`src/xrm_pkg.sv`:
```
// Shared constants for the reconfiguration manager and the reconfiguration controller.
`default_nettype none
package xrm_pkg;
   // ===========================================================
   // Controller word addresses on the management link
   localparam logic [6:0] XRM_A_LCH = 7'h08;
   localparam logic [6:0] XRM_A_SCTL = 7'h38;
   localparam logic [6:0] XRM_A_CSR = 7'h3A;
   localparam logic [6:0] XRM_A_OFF = 7'h3B;
   localparam logic [6:0] XRM_A_DATA = 7'h3C;
   // ===========================================================
   // Control/status register fields and streamer modes
   localparam int XRM_CSR_WR = 0;
   localparam int XRM_CSR_RD = 1;
   localparam int XRM_CSR_BUSY = 8;
   localparam logic [1:0] XRM_MODE_MIF = 2'h0;
   localparam logic [1:0] XRM_MODE_MAN = 2'h1;
   // ===========================================================
   // Logical channels and request table
   localparam int XRM_NIF = 5;
   localparam int XRM_NREQ = 3;
   localparam int XRM_NSTEP = 2;
   localparam int XRM_NXREG = 16;
   localparam logic [9:0] XRM_LCN_DU_RX = 10'h000;
   localparam logic [9:0] XRM_LCN_RX = 10'h002;
   localparam logic [9:0] XRM_LCN_TX_PLL = 10'h004;
   localparam logic [9:0] XRM_REQ_LCN [XRM_NREQ] = '{XRM_LCN_DU_RX, XRM_LCN_RX, XRM_LCN_TX_PLL};
   localparam logic [31:0] XRM_STEP_OFF [XRM_NREQ][XRM_NSTEP] = '{
      '{32'h0000_0002, 32'h0000_0005}, '{32'h0000_0002, 32'h0000_0005},
      '{32'h0000_0009, 32'h0000_000C}};
   localparam logic [31:0] XRM_STEP_MASK [XRM_NREQ][XRM_NSTEP] = '{
      '{32'h0000_00F0, 32'h0000_0003}, '{32'h0000_00F0, 32'h0000_0003},
      '{32'h0000_0001, 32'h0000_0F00}};
   localparam logic [31:0] XRM_STEP_VAL0 [XRM_NREQ][XRM_NSTEP] = '{
      '{32'h0000_0010, 32'h0000_0001}, '{32'h0000_0010, 32'h0000_0001},
      '{32'h0000_0000, 32'h0000_0300}};
   localparam logic [31:0] XRM_STEP_VAL1 [XRM_NREQ][XRM_NSTEP] = '{
      '{32'h0000_00A0, 32'h0000_0002}, '{32'h0000_00A0, 32'h0000_0002},
      '{32'h0000_0001, 32'h0000_0500}};
   // ===========================================================
   // Manager registers on APB
   localparam logic [11:0] XRM_R_CTRL = 12'h000;
   localparam logic [11:0] XRM_R_STATUS = 12'h004;
   localparam logic [11:0] XRM_R_LASTWR = 12'h008;
   localparam logic [11:0] XRM_R_DONECNT = 12'h00C;
   localparam int XRM_CTRL_EN_BIT = 0;
   localparam int XRM_CTRL_SW_LSB = 1;
   localparam logic XRM_CTRL_EN_RST = 1'b1;
   localparam int XRM_ST_BUSY_BIT = 0;
   localparam int XRM_ST_PEND_LSB = 4;
   localparam int XRM_ST_STATE_LSB = 8;
   localparam int XRM_ST_CUR_LSB = 12;
   // ===========================================================
   // Timing
   localparam int XRM_CLK_NS = 8;
   localparam int XRM_BUSY_NS = 40;
   localparam int XRM_BUSY_CYC = (XRM_BUSY_NS + XRM_CLK_NS - 1) / XRM_CLK_NS;
endpackage : xrm_pkg
`default_nettype wire

```
`src/xrm_mgmt_if.sv`:
```
// Memory-mapped management link between the manager and the reconfiguration controller.
`timescale 1ns/1ps
`default_nettype none
interface xrm_mgmt_if (
   input wire logic pclk,
   input wire logic presetn
);
   logic [6:0] address;
   logic read;
   logic write;
   logic [31:0] writedata;
   logic [31:0] readdata;
   logic waitrequest;
   modport mgr (
      input pclk, presetn, readdata, waitrequest,
      output address, read, write, writedata
   );
   modport ctrl (
      input pclk, presetn, address, read, write, writedata,
      output readdata, waitrequest
   );
endinterface : xrm_mgmt_if
`default_nettype wire

```
`src/xrm_mgr.sv`:
```
// Reconfiguration manager end: request router, read-modify-write sequencer and APB registers.
`timescale 1ns/1ps
`default_nettype none
// Functional notes
// - Partial updates read then write, others kept
// - Program channel and streamer mode first
// - Controller manual mode writes registers directly
// - Controller mode zero streams stored images
// - Read starts by loading offset register
// - Read launched by control bit one
// - Read data taken after busy clears
// - Write loads offset, data, sets bit zero
// - Write counts done only after busy clears
// - Clock switching touches only transmit side
// - State machine picks bits, writes manual mode
// - Request/acknowledge handshake with video instances
// - Read value held locally, bits replaced
// - One register at a time, repeated
// - One controller per manager
// - Interface counts: duplex two, rx one, tx two
// - Duplex receiver channel zero, receiver two
// - Many instances merged onto one bus
// - Every signal forwarded to its destination
// - Reset clears controller and manager together
// - One clock for controller and manager
module xrm_mgr (
   // APB slave
   input wire logic pclk,
   input wire logic presetn,
   input wire logic [11:0] paddr,
   input wire logic psel,
   input wire logic penable,
   input wire logic pwrite,
   input wire logic [31:0] pwdata,
   output logic pready,
   output logic [31:0] prdata,
   output logic pslverr,
   // Video instance handshakes
   input wire logic [2:0] recfg_req,
   input wire logic [2:0] recfg_sel,
   output logic [2:0] recfg_done,
   // Controller link
   xrm_mgmt_if.mgr m
);
   // ===========================================================
   // Declarations
   typedef enum logic [3:0] {
      S_IDLE = 4'h0, S_PRE = 4'h1, S_PRECHK = 4'h2, S_LCH = 4'h3,
      S_MODE = 4'h4, S_OFF = 4'h5, S_RDGO = 4'h6, S_RDPOLL = 4'h7,
      S_RDCHK = 4'h8, S_RDDATA = 4'h9, S_MERGE = 4'hA, S_DATA = 4'hB,
      S_WRGO = 4'hC, S_WRPOLL = 4'hD, S_WRCHK = 4'hE, S_DONE = 4'hF
   } xrm_state_e;
   xrm_state_e state_r;
   logic act_r;
   logic rd_r;
   logic wr_r;
   logic [6:0] addr_r;
   logic [31:0] wdata_r;
   logic [31:0] rdval_r;
   logic [31:0] merged_r;
   logic [1:0] cur_r;
   logic step_r;
   logic sel_r;
   logic [2:0] pend_r;
   logic [2:0] req_d_r;
   logic [2:0] sw_start;
   logic ctrl_en_r;
   logic [15:0] donecnt_r;
   logic done_now;
   logic apb_wr;
   logic mapped;
   logic [31:0] status;

   function automatic logic [1:0] xrm_pick(input logic [2:0] p);
      logic [1:0] idx;
      idx = 2'h0;
      for (int i = xrm_pkg::XRM_NREQ - 1; i >= 0; i--) begin
         if (p[i]) begin
            idx = 2'(i);
         end
      end
      return idx;
   endfunction : xrm_pick

   // ===========================================================
   // Controller link outputs
   // single controller link
   assign m.address = addr_r;
   assign m.read = rd_r;
   assign m.write = wr_r;
   assign m.writedata = wdata_r;
   assign done_now = (state_r == S_DONE) && !act_r;

   // ===========================================================
   // Sequencer
   // one clock, one reset for the whole path
   always_ff @(posedge pclk or negedge presetn) begin
      if (!presetn) begin
         state_r <= S_IDLE;
         act_r <= 1'b0;
         rd_r <= 1'b0;
         wr_r <= 1'b0;
         addr_r <= 7'h00;
         wdata_r <= 32'h0000_0000;
         rdval_r <= 32'h0000_0000;
         merged_r <= 32'h0000_0000;
         cur_r <= 2'h0;
         step_r <= 1'b0;
         sel_r <= 1'b0;
      end else if (act_r) begin
         // A link request is held until the controller drops waitrequest.
         if (!m.waitrequest) begin
            act_r <= 1'b0;
            rd_r <= 1'b0;
            wr_r <= 1'b0;
            if (rd_r) begin
               rdval_r <= m.readdata;
            end
         end
      end else begin
         case (state_r)
            S_IDLE: begin
               if (ctrl_en_r && (pend_r != 3'h0)) begin
                  cur_r <= xrm_pick(pend_r);
                  sel_r <= recfg_sel[xrm_pick(pend_r)];
                  step_r <= 1'b0;
                  state_r <= S_PRE;
               end
            end
            S_PRE: begin
               act_r <= 1'b1;
               rd_r <= 1'b1;
               addr_r <= xrm_pkg::XRM_A_CSR;
               state_r <= S_PRECHK;
            end
            S_PRECHK: begin
               state_r <= rdval_r[xrm_pkg::XRM_CSR_BUSY] ? S_PRE : S_LCH;
            end
            S_LCH: begin
               act_r <= 1'b1;
               wr_r <= 1'b1;
               addr_r <= xrm_pkg::XRM_A_LCH;
               wdata_r <= {22'h0, xrm_pkg::XRM_REQ_LCN[cur_r]};
               state_r <= S_MODE;
            end
            S_MODE: begin
               act_r <= 1'b1;
               wr_r <= 1'b1;
               addr_r <= xrm_pkg::XRM_A_SCTL;
               wdata_r <= {30'h0, xrm_pkg::XRM_MODE_MAN};
               state_r <= S_OFF;
            end
            S_OFF: begin
               act_r <= 1'b1;
               wr_r <= 1'b1;
               addr_r <= xrm_pkg::XRM_A_OFF;
               wdata_r <= xrm_pkg::XRM_STEP_OFF[cur_r][step_r];
               state_r <= S_RDGO;
            end
            S_RDGO: begin
               act_r <= 1'b1;
               wr_r <= 1'b1;
               addr_r <= xrm_pkg::XRM_A_CSR;
               wdata_r <= 32'h0000_0001 << xrm_pkg::XRM_CSR_RD;
               state_r <= S_RDPOLL;
            end
            S_RDPOLL: begin
               act_r <= 1'b1;
               rd_r <= 1'b1;
               addr_r <= xrm_pkg::XRM_A_CSR;
               state_r <= S_RDCHK;
            end
            // data read only once busy is clear
            S_RDCHK: begin
               if (rdval_r[xrm_pkg::XRM_CSR_BUSY]) begin
                  state_r <= S_RDPOLL;
               end else begin
                  act_r <= 1'b1;
                  rd_r <= 1'b1;
                  addr_r <= xrm_pkg::XRM_A_DATA;
                  state_r <= S_RDDATA;
               end
            end
            S_RDDATA: begin
               merged_r <= (rdval_r & ~xrm_pkg::XRM_STEP_MASK[cur_r][step_r]) |
                  ((sel_r ? xrm_pkg::XRM_STEP_VAL1[cur_r][step_r] :
                  xrm_pkg::XRM_STEP_VAL0[cur_r][step_r]) & xrm_pkg::XRM_STEP_MASK[cur_r][step_r]);
               state_r <= S_MERGE;
            end
            // offset, then data, then bit zero
            S_MERGE: begin
               act_r <= 1'b1;
               wr_r <= 1'b1;
               addr_r <= xrm_pkg::XRM_A_OFF;
               wdata_r <= xrm_pkg::XRM_STEP_OFF[cur_r][step_r];
               state_r <= S_DATA;
            end
            S_DATA: begin
               act_r <= 1'b1;
               wr_r <= 1'b1;
               addr_r <= xrm_pkg::XRM_A_DATA;
               wdata_r <= merged_r;
               state_r <= S_WRGO;
            end
            S_WRGO: begin
               act_r <= 1'b1;
               wr_r <= 1'b1;
               addr_r <= xrm_pkg::XRM_A_CSR;
               wdata_r <= 32'h0000_0001 << xrm_pkg::XRM_CSR_WR;
               state_r <= S_WRPOLL;
            end
            S_WRPOLL: begin
               act_r <= 1'b1;
               rd_r <= 1'b1;
               addr_r <= xrm_pkg::XRM_A_CSR;
               state_r <= S_WRCHK;
            end
            // success only after busy clears; next register
            S_WRCHK: begin
               if (rdval_r[xrm_pkg::XRM_CSR_BUSY]) begin
                  state_r <= S_WRPOLL;
               end else if (step_r == 1'(xrm_pkg::XRM_NSTEP - 1)) begin
                  state_r <= S_DONE;
               end else begin
                  step_r <= step_r + 1'b1;
                  state_r <= S_PRE;
               end
            end
            S_DONE: begin
               state_r <= S_IDLE;
            end
            default: begin
               state_r <= S_IDLE;
            end
         endcase
      end
   end

   // ===========================================================
   // Request router
   // latch requests, return acknowledge pulses
   genvar g;
   generate
      for (g = 0; g < xrm_pkg::XRM_NREQ; g++) begin : g_req
         always_ff @(posedge pclk or negedge presetn) begin
            if (!presetn) begin
               req_d_r[g] <= 1'b0;
               pend_r[g] <= 1'b0;
               recfg_done[g] <= 1'b0;
            end else begin
               req_d_r[g] <= recfg_req[g];
               // A new request in the cycle its predecessor finishes is kept.
               pend_r[g] <= (recfg_req[g] & ~req_d_r[g]) | sw_start[g] |
                  (pend_r[g] & ~(done_now && (cur_r == 2'(g))));
               recfg_done[g] <= done_now && (cur_r == 2'(g));
            end
         end
      end
   endgenerate

   // ===========================================================
   // APB registers
   assign pready = 1'b1;
   assign apb_wr = psel & penable & pwrite;
   assign mapped = (paddr == xrm_pkg::XRM_R_CTRL) || (paddr == xrm_pkg::XRM_R_STATUS) ||
      (paddr == xrm_pkg::XRM_R_LASTWR) || (paddr == xrm_pkg::XRM_R_DONECNT);
   assign pslverr = psel & penable & ~mapped;
   assign sw_start = (apb_wr && (paddr == xrm_pkg::XRM_R_CTRL)) ?
      pwdata[xrm_pkg::XRM_CTRL_SW_LSB +: 3] : 3'h0;

   always_comb begin
      status = 32'h0000_0000;
      status[xrm_pkg::XRM_ST_BUSY_BIT] = (state_r != S_IDLE);
      status[xrm_pkg::XRM_ST_PEND_LSB +: 3] = pend_r;
      status[xrm_pkg::XRM_ST_STATE_LSB +: 4] = state_r;
      status[xrm_pkg::XRM_ST_CUR_LSB +: 2] = cur_r;
   end

   always_ff @(posedge pclk or negedge presetn) begin
      if (!presetn) begin
         ctrl_en_r <= xrm_pkg::XRM_CTRL_EN_RST;
         donecnt_r <= 16'h0000;
      end else begin
         if (apb_wr && (paddr == xrm_pkg::XRM_R_CTRL)) begin
            ctrl_en_r <= pwdata[xrm_pkg::XRM_CTRL_EN_BIT];
         end
         if (done_now) begin
            donecnt_r <= donecnt_r + 16'h0001;
         end
      end
   end

   // Read data is captured in the setup cycle so that the access cycle needs no wait.
   always_ff @(posedge pclk or negedge presetn) begin
      if (!presetn) begin
         prdata <= 32'h0000_0000;
      end else if (psel && !penable && !pwrite) begin
         case (paddr)
            xrm_pkg::XRM_R_CTRL: prdata <= 32'(ctrl_en_r) << xrm_pkg::XRM_CTRL_EN_BIT;
            xrm_pkg::XRM_R_STATUS: prdata <= status;
            xrm_pkg::XRM_R_LASTWR: prdata <= merged_r;
            xrm_pkg::XRM_R_DONECNT: prdata <= {16'h0000, donecnt_r};
            default: prdata <= 32'h0000_0000;
         endcase
      end
   end
endmodule : xrm_mgr
`default_nettype wire

```
`src/flat_wrapper.sv`:
```
// flat-port wrapper written by rule: the top's interface ports become plain ports
module xrm_mgr_flat 
  (pclk, presetn, paddr, psel, penable, pwrite, pwdata, pready, prdata, pslverr, recfg_req, recfg_sel, recfg_done, m_readdata, m_waitrequest, m_address, m_read, m_write, m_writedata);
  xrm_mgmt_if m_i (.pclk(pclk), .presetn(presetn));
  input wire logic pclk;
  input wire logic presetn;
  input wire logic [11:0] paddr;
  input wire logic psel;
  input wire logic penable;
  input wire logic pwrite;
  input wire logic [31:0] pwdata;
  output logic pready;
  output logic [31:0] prdata;
  output logic pslverr;
  input wire logic [2:0] recfg_req;
  input wire logic [2:0] recfg_sel;
  output logic [2:0] recfg_done;
  input wire logic [$bits(m_i.readdata)-1:0] m_readdata;
  input wire logic [$bits(m_i.waitrequest)-1:0] m_waitrequest;
  output wire logic [$bits(m_i.address)-1:0] m_address;
  output wire logic [$bits(m_i.read)-1:0] m_read;
  output wire logic [$bits(m_i.write)-1:0] m_write;
  output wire logic [$bits(m_i.writedata)-1:0] m_writedata;
  assign m_i.readdata = m_readdata;
  assign m_i.waitrequest = m_waitrequest;
  assign m_address = m_i.address;
  assign m_read = m_i.read;
  assign m_write = m_i.write;
  assign m_writedata = m_i.writedata;
  xrm_mgr u_core (.pclk(pclk), .presetn(presetn), .paddr(paddr), .psel(psel), .penable(penable), .pwrite(pwrite), .pwdata(pwdata), .pready(pready), .prdata(prdata), .pslverr(pslverr), .recfg_req(recfg_req), .recfg_sel(recfg_sel), .recfg_done(recfg_done), .m(m_i));
endmodule
```
`config.mk`:
```
export PLATFORM = sky130hd
export DESIGN_NAME = xrm_mgr_flat
export DESIGN_NICKNAME = d
export VERILOG_FILES = /design/src/xrm_pkg.sv /design/src/xrm_mgmt_if.sv /design/src/xrm_mgr.sv /design/src/flat_wrapper.sv
export SDC_FILE = /design/constraint.sdc
export NUM_CORES = 1
export LEC_CHECK = 0
export BUFFER_PORTS_ARGS = -buffer_cell sky130_fd_sc_hd__buf_4
export CORE_AREA = 2 2 127 129
export DETAILED_ROUTE_END_ITERATION = 10
export DIE_AREA = 0 0 129 131
export GPL_TIMING_DRIVEN = 0
export PLACE_DENSITY = 0.87
export SETUP_SLACK_MARGIN = 0.5
export SKIP_CTS_REPAIR_TIMING = 1
export SYNTH_ARGS = -nofsm -noshare
export SYNTH_HDL_FRONTEND = slang
export SYNTH_SLANG_ARGS = --single-unit
export TNS_END_PERCENT = 10
```
`constraint.sdc`:
```
create_clock -name pclk -period 1.7 [get_ports pclk]
set_clock_uncertainty 0.2 [all_clocks]
set_input_delay 0 -clock pclk [delete_from_list [all_inputs] [get_ports pclk]]
set_output_delay 0 -clock pclk [all_outputs]
set_load 0.01 [all_outputs]
```
# Yosys cells after proc, flatten, opt, wreduce, memory -nomap -nowiden
# Index checks and enable logic that the tools add are counted.
# classes
n_lt_le_gt_ge,3
add_sub_neg,2
n_eq_ne,25
n_mux,61
bitwise_logic,30
n_reduce_logical,39
# op_table
operator,count
64-bit binary-select mux with 2-bit select,4
64-bit 2-to-1 mux,8
32-bit 2-to-1 mux,13
32-bit case mux with 5 select lines,1
32-bit case mux with 4 select lines,1
32-bit AND,2
4-bit case mux with 16 select lines,1
7-bit case mux with 6 select lines,1
4-bit equality test (second input constant),8
32-bit inverter,1
32-bit bitwise OR,1
12-bit by 4-bit equality test with 1-bit output (second input constant),2
10-bit binary-select mux with 2-bit select,1
10-bit 2-to-1 mux,2
16-bit by 1-bit adder with 16-bit output (second input constant),1
4-bit by 3-bit equality test with 1-bit output (second input constant),4
4-bit 2-to-1 mux,4
2-bit 2-to-1 mux,7
12-bit by 3-bit equality test with 1-bit output (second input constant),1
12-bit logical NOT,1
1-bit 2-to-1 mux,12
3-bit AND reduction,4
10-bit OR reduction,1
1-bit AND,9
other kinds (35),70
# word_totals
register_bits,172
output_inout_bits,78
wordCells,183

# Depth between registers and ports, before layout
# logic_depth
ltp_word,10
ltp_mapped,7
ltp_nobuf,5

# Worst setup path before layout
# No wires, ideal clock.
# synth_timing
kind,register to register
from,register u_core.state_r[1]
to,register u_core.merged_r[21]
stages_incl_launch_ff,6
path_slack_ns,-0.137
required_ns,1.375
synth_period_minus_slack_ns,1.837
setup_ns,0.125
arrival_time_ns,1.512
path_cell_list,dfrtp_1 -> buf_2 -> nand2b_1 -> nor3_4 -> buf_4 -> mux2_2
# synth_via
elab_chain_len,2
# synth_rtl
element,line,text
from (decl),xrm_mgr.sv:53,xrm_state_e state_r;
from (signal assigned),xrm_mgr.sv:137,state_r <= rdval_r[xrm_pkg::XRM_CSR_BUSY] ? S_PRE : S_LCH;
4-bit equality test,xrm_mgr.sv:121,case (state_r)
2-bit AND reduction (no source line),--,
to (signal assigned),xrm_mgr.sv:185,merged_r <= (rdval_r & ~xrm_pkg::XRM_STEP_MASK[cur_r][step_r]) |
to (decl),xrm_mgr.sv:60,logic [31:0] merged_r;
# Every way passes these cells.
# A chain may end at the register's enable or synchronous reset.

# Worst setup path in the final report
# layout_timing
from,register u_core.state_r[0]
to,register u_core.sel_r
# layout_via
elab_chain_len,2
# layout_rtl
element,line,text
4-bit logical NOT,xrm_mgr.sv:121,
3-bit AND reduction (no source line),--,
to (signal assigned),xrm_mgr.sv:125,sel_r <= recfg_sel[xrm_pick(pend_r)];
to (decl),xrm_mgr.sv:63,logic sel_r;
# Every way passes these cells.

==> flow_summary_export.csv <==
group,metric,value,unit
outcome,status,"finished with violations",
outcome,violations,"hold timing, setup timing",
power_and_ir_drop,total_power,13630,uW
grt,track_usage,22.70,%
logic_synthesis,synth_edf_count,0,
die,num_rows,46,
clocking,cts_sinks,170,
run,drv_cap,0,
logic_synthesis,synth.area.mux_share,12.08,%
worst_setup_path,cp-start-kind,"register",
die,initial_core_util,47.87,%
grt,grt_max_degree,117,
logic_synthesis,synth_ff_type,"dfrtp_1",
logic_synthesis,syn_area,0.007466,sq mm
power_and_ir_drop,p_leak,0.004946,uW
clocking,cts-buffers-inserted,17,
grt,antenna_found_initial,0,
logic_synthesis,ys_seq_elements,170,
final_layout,post-route-cell-area,0.01050,sq mm
grt,grt_overflow,0,
worst_setup_path,arrival,2.04,ns
worst_setup_path,path_max_fanout,7,
timing,rsz0062_at_grt,"yes",
die,design.die.area,0.01690,sq mm
logic_synthesis,synth-compound-area-share,11.98,%
timing,fin_crit_sh,114.0,%
final_layout,antenna_cells,0,
die,die_h,131,um
min_path,hold_class,"in -> async",
logic_synthesis,synth_async_sr_flop_share,100.0,%
logic_synthesis,synth_top_family_by_area,"simple AND/OR/NAND/NOR gates",
placement,gp_congestion,0.9075,
die,ios,166,
timing,drv_slew,0,
logic_synthesis,synthAdderAreaFrac,0.1676,%
drt,drt_iter0_markers,862,
logic_synthesis,syn_nets,746,
grt,grt_pass1_vias,5611,
logic_synthesis,yosys.area_share.simple,12.74,%
placement,dp_hpwl,13570,um
timing,fin_hold_ws,-0.7243,ns
timing,tightest_slew,0.5860,ns
power_and_ir_drop,pwr_density_cell,1298,mW/mm^2
final_layout,fill_cells,1090,
timing,setup_ws,-0.2384,ns
clocking,cts_buffer_depth,2,
clocking,worst_skew_pair.late_latency,0.43,ns
logic_synthesis,syn_area_per_cell,11.36,sq um
timing,period_needed,1.938,ns
die,core_area,0.01560,sq mm
timing,setup_viol_count_final,99,
timing,slew_headroom,60.93,%
drt,routed_via_density,5.612,
final_layout,fin_nets,963,
drt,vias,6190,
worst_setup_path,worstSetupEndpointType,"register",
drt,ant_nets,0,
power_and_ir_drop,ir_worst_vdd,0.0007402,V
logic_synthesis,yosysWarnings,0,
timing,fmax,0.5159,GHz
placement,portBuffers,135,
logic_synthesis,synthCells,657,
logic_synthesis,synth_xor_area_share,1.760,%
final_layout,area_growth,40.69,%
drt,drtPass1Iterations,8,
placement,placed_area,0.008881,sq mm
grt,grt_pass1_wl,29530,um
clocking,htree_levels,4,
timing,hold_viol,175,
die,die_w,129,um
worst_setup_path,crit_required,1.81,ns
logic_synthesis,seq_area_frac_synth,57.00,%
clocking,path_clk_slew,0.07,ns
worst_setup_path,crit_type,"reg -> reg",
drt,drc_errors,0,
clocking,clk_root_buffer_cell,"clkbuf_16",
drt,wl_per_cell,18.66,um
clocking,cts_tree,"yes",
logic_synthesis,synth_cell_type_count,67,
final_layout,drive_gt1_share,35.96,%
drt,routed_wirelength,20580,um
## per-layer routing
| layer | vias to the layer above | share of wire [%] | track usage, % |
|---|---|---|---|
| li1 | 2766 | - | - |
| met3 | 59 | 6.6 | 5.090 |
| met2 | 283 | 49 | 35.79 |
| met4 | 0 | 3.3 | 10.04 |
| met1 | 3082 | 41 | 30.43 |
| met5 | - | 0 | 0 |
## flip-flops by register name (all words and copies together), names as in the netlist
name and count:
u_core.m.writedata 32, u_core.merged_r 32, u_core.prdata 32, u_core.rdval_r 32, u_core.donecnt_r 16, u_core.m.address 5
u_core.state_r 4, u_core.pend_r 3, u_core.recfg_done 3, u_core.req_d_r 3, u_core.cur_r 2, u_core.act_r 1
u_core.ctrl_en_r 1, u_core.m.read 1, u_core.m.write 1, u_core.sel_r 1, u_core.step_r 1
## worst paths after layout
path,from,endpoint,slack [ns],depth (start not counted)
hold / removal,presetn,u_core.act_r,-0.72,1
setup / recovery,u_core.state_r[0],u_core.sel_r,-0.24,4
min in group pclk,paddr[8],u_core.prdata[0],-0.10,6
hold reg to reg,u_core.prdata[3],u_core.prdata[3],0.28,2
setup reg to reg,u_core.state_r[0],u_core.sel_r,-0.24,4
max in group asynchronous,presetn,u_core.donecnt_r[5],1.13,2
## stage by stage
step | std cells | util, % | setup slack (ns) | TNS (ns)
after global placement | 1008 | 56.71 | -0.4851 | -108.15
after CTS | 1041 | 60.83 | -0.3760 | -32.36
after detailed placement | 1009 | 56.94 | -0.3598 | -30.22
after floorplan | 657 | - | -0.06788 | -1.087
final | 1103 | 67.34 | -0.2384 | -9.795
after global routing | 1103 | 67.34 | -0.2744 | -15.55
## cells by family (layout without fill, tap and decap cells)
logic type      count (synthesis)  in the layout
flops                         170            170
buf+inv                        65            295
mux                            82             82
xor+xnor                       15             15
simple gates                  190            190
other cells                     2              2
compound gates                132            132
fa+ha+maj                       1              1
## placed cells by master, fill, tap and decap left out, types with 4 or more instances in the layout
master,instances
inv_8,4
dlygate4sd3_1,48
o21ai_0,36
buf_4,134
buf_8,8
nand2_1,94
nand4_1,7
clkbuf_1,5
xnor2_1,13
buf_12,4
a22o_1,17
a21oi_1,23
a31oi_1,9
mux2i_1,20
nand2b_1,5
buf_6,29
nor2_1,25
buf_2,6
o21ai_1,5
a221o_1,4
nand3_1,15
nor2b_1,7
mux2_2,40
inv_1,19
mux2_4,21
dfrtp_1,166
nor4_4,4
o221ai_1,9
clkbuf_16,19
clkinv_8,6
## critical path, cell delays in order, from the launching register on
cell	delay [ns]
dfrtp_2	0.46
buf_8	0.16
nor4_4	0.31
nor3b_4	0.36
mux2_4	0.33
## Yosys cell counts (all sizes together) (12+ instances only)
cell | n | share of area [%]
dfrtp | 169 | 57
nand2 | 97 | 5.0
mux2 | 62 | 9.4
o21ai | 42 | 2.8
buf | 29 | 2.3
nor2 | 28 | 1.4
a21oi | 24 | 1.6
inv | 21 | 1.1
mux2i | 20 | 2.7
a22o | 17 | 2.0
nand3 | 16 | 1.1
clkbuf | 15 | 0.77
xnor2 | 13 | 1.5
o221ai | 12 | 1.5
## layout make-up
type / instances / area [sq um] / area share, %
plain buffers: 44 / 400.4 / 3.812
clock buffers: 17 / 425.4 / 4.050
clock inverters: 15 / 181.4 / 1.727
inverters: 21 / 81.33 / 0.7743
multi-input cells: 422 / 3118 / 29.68
flip-flops and latches: 170 / 4259 / 40.55
well taps: 216 / 270.3 / 2.573
repair buffers: 198 / 1768 / 16.83
## power by group
part	internal (uW)	total [uW]	switching, uW
clock network	1990	3860	1870
logic	2040	4350	2310
registers	4790	5420	638
No activity file was read; power rests on OpenSTA's default activity.
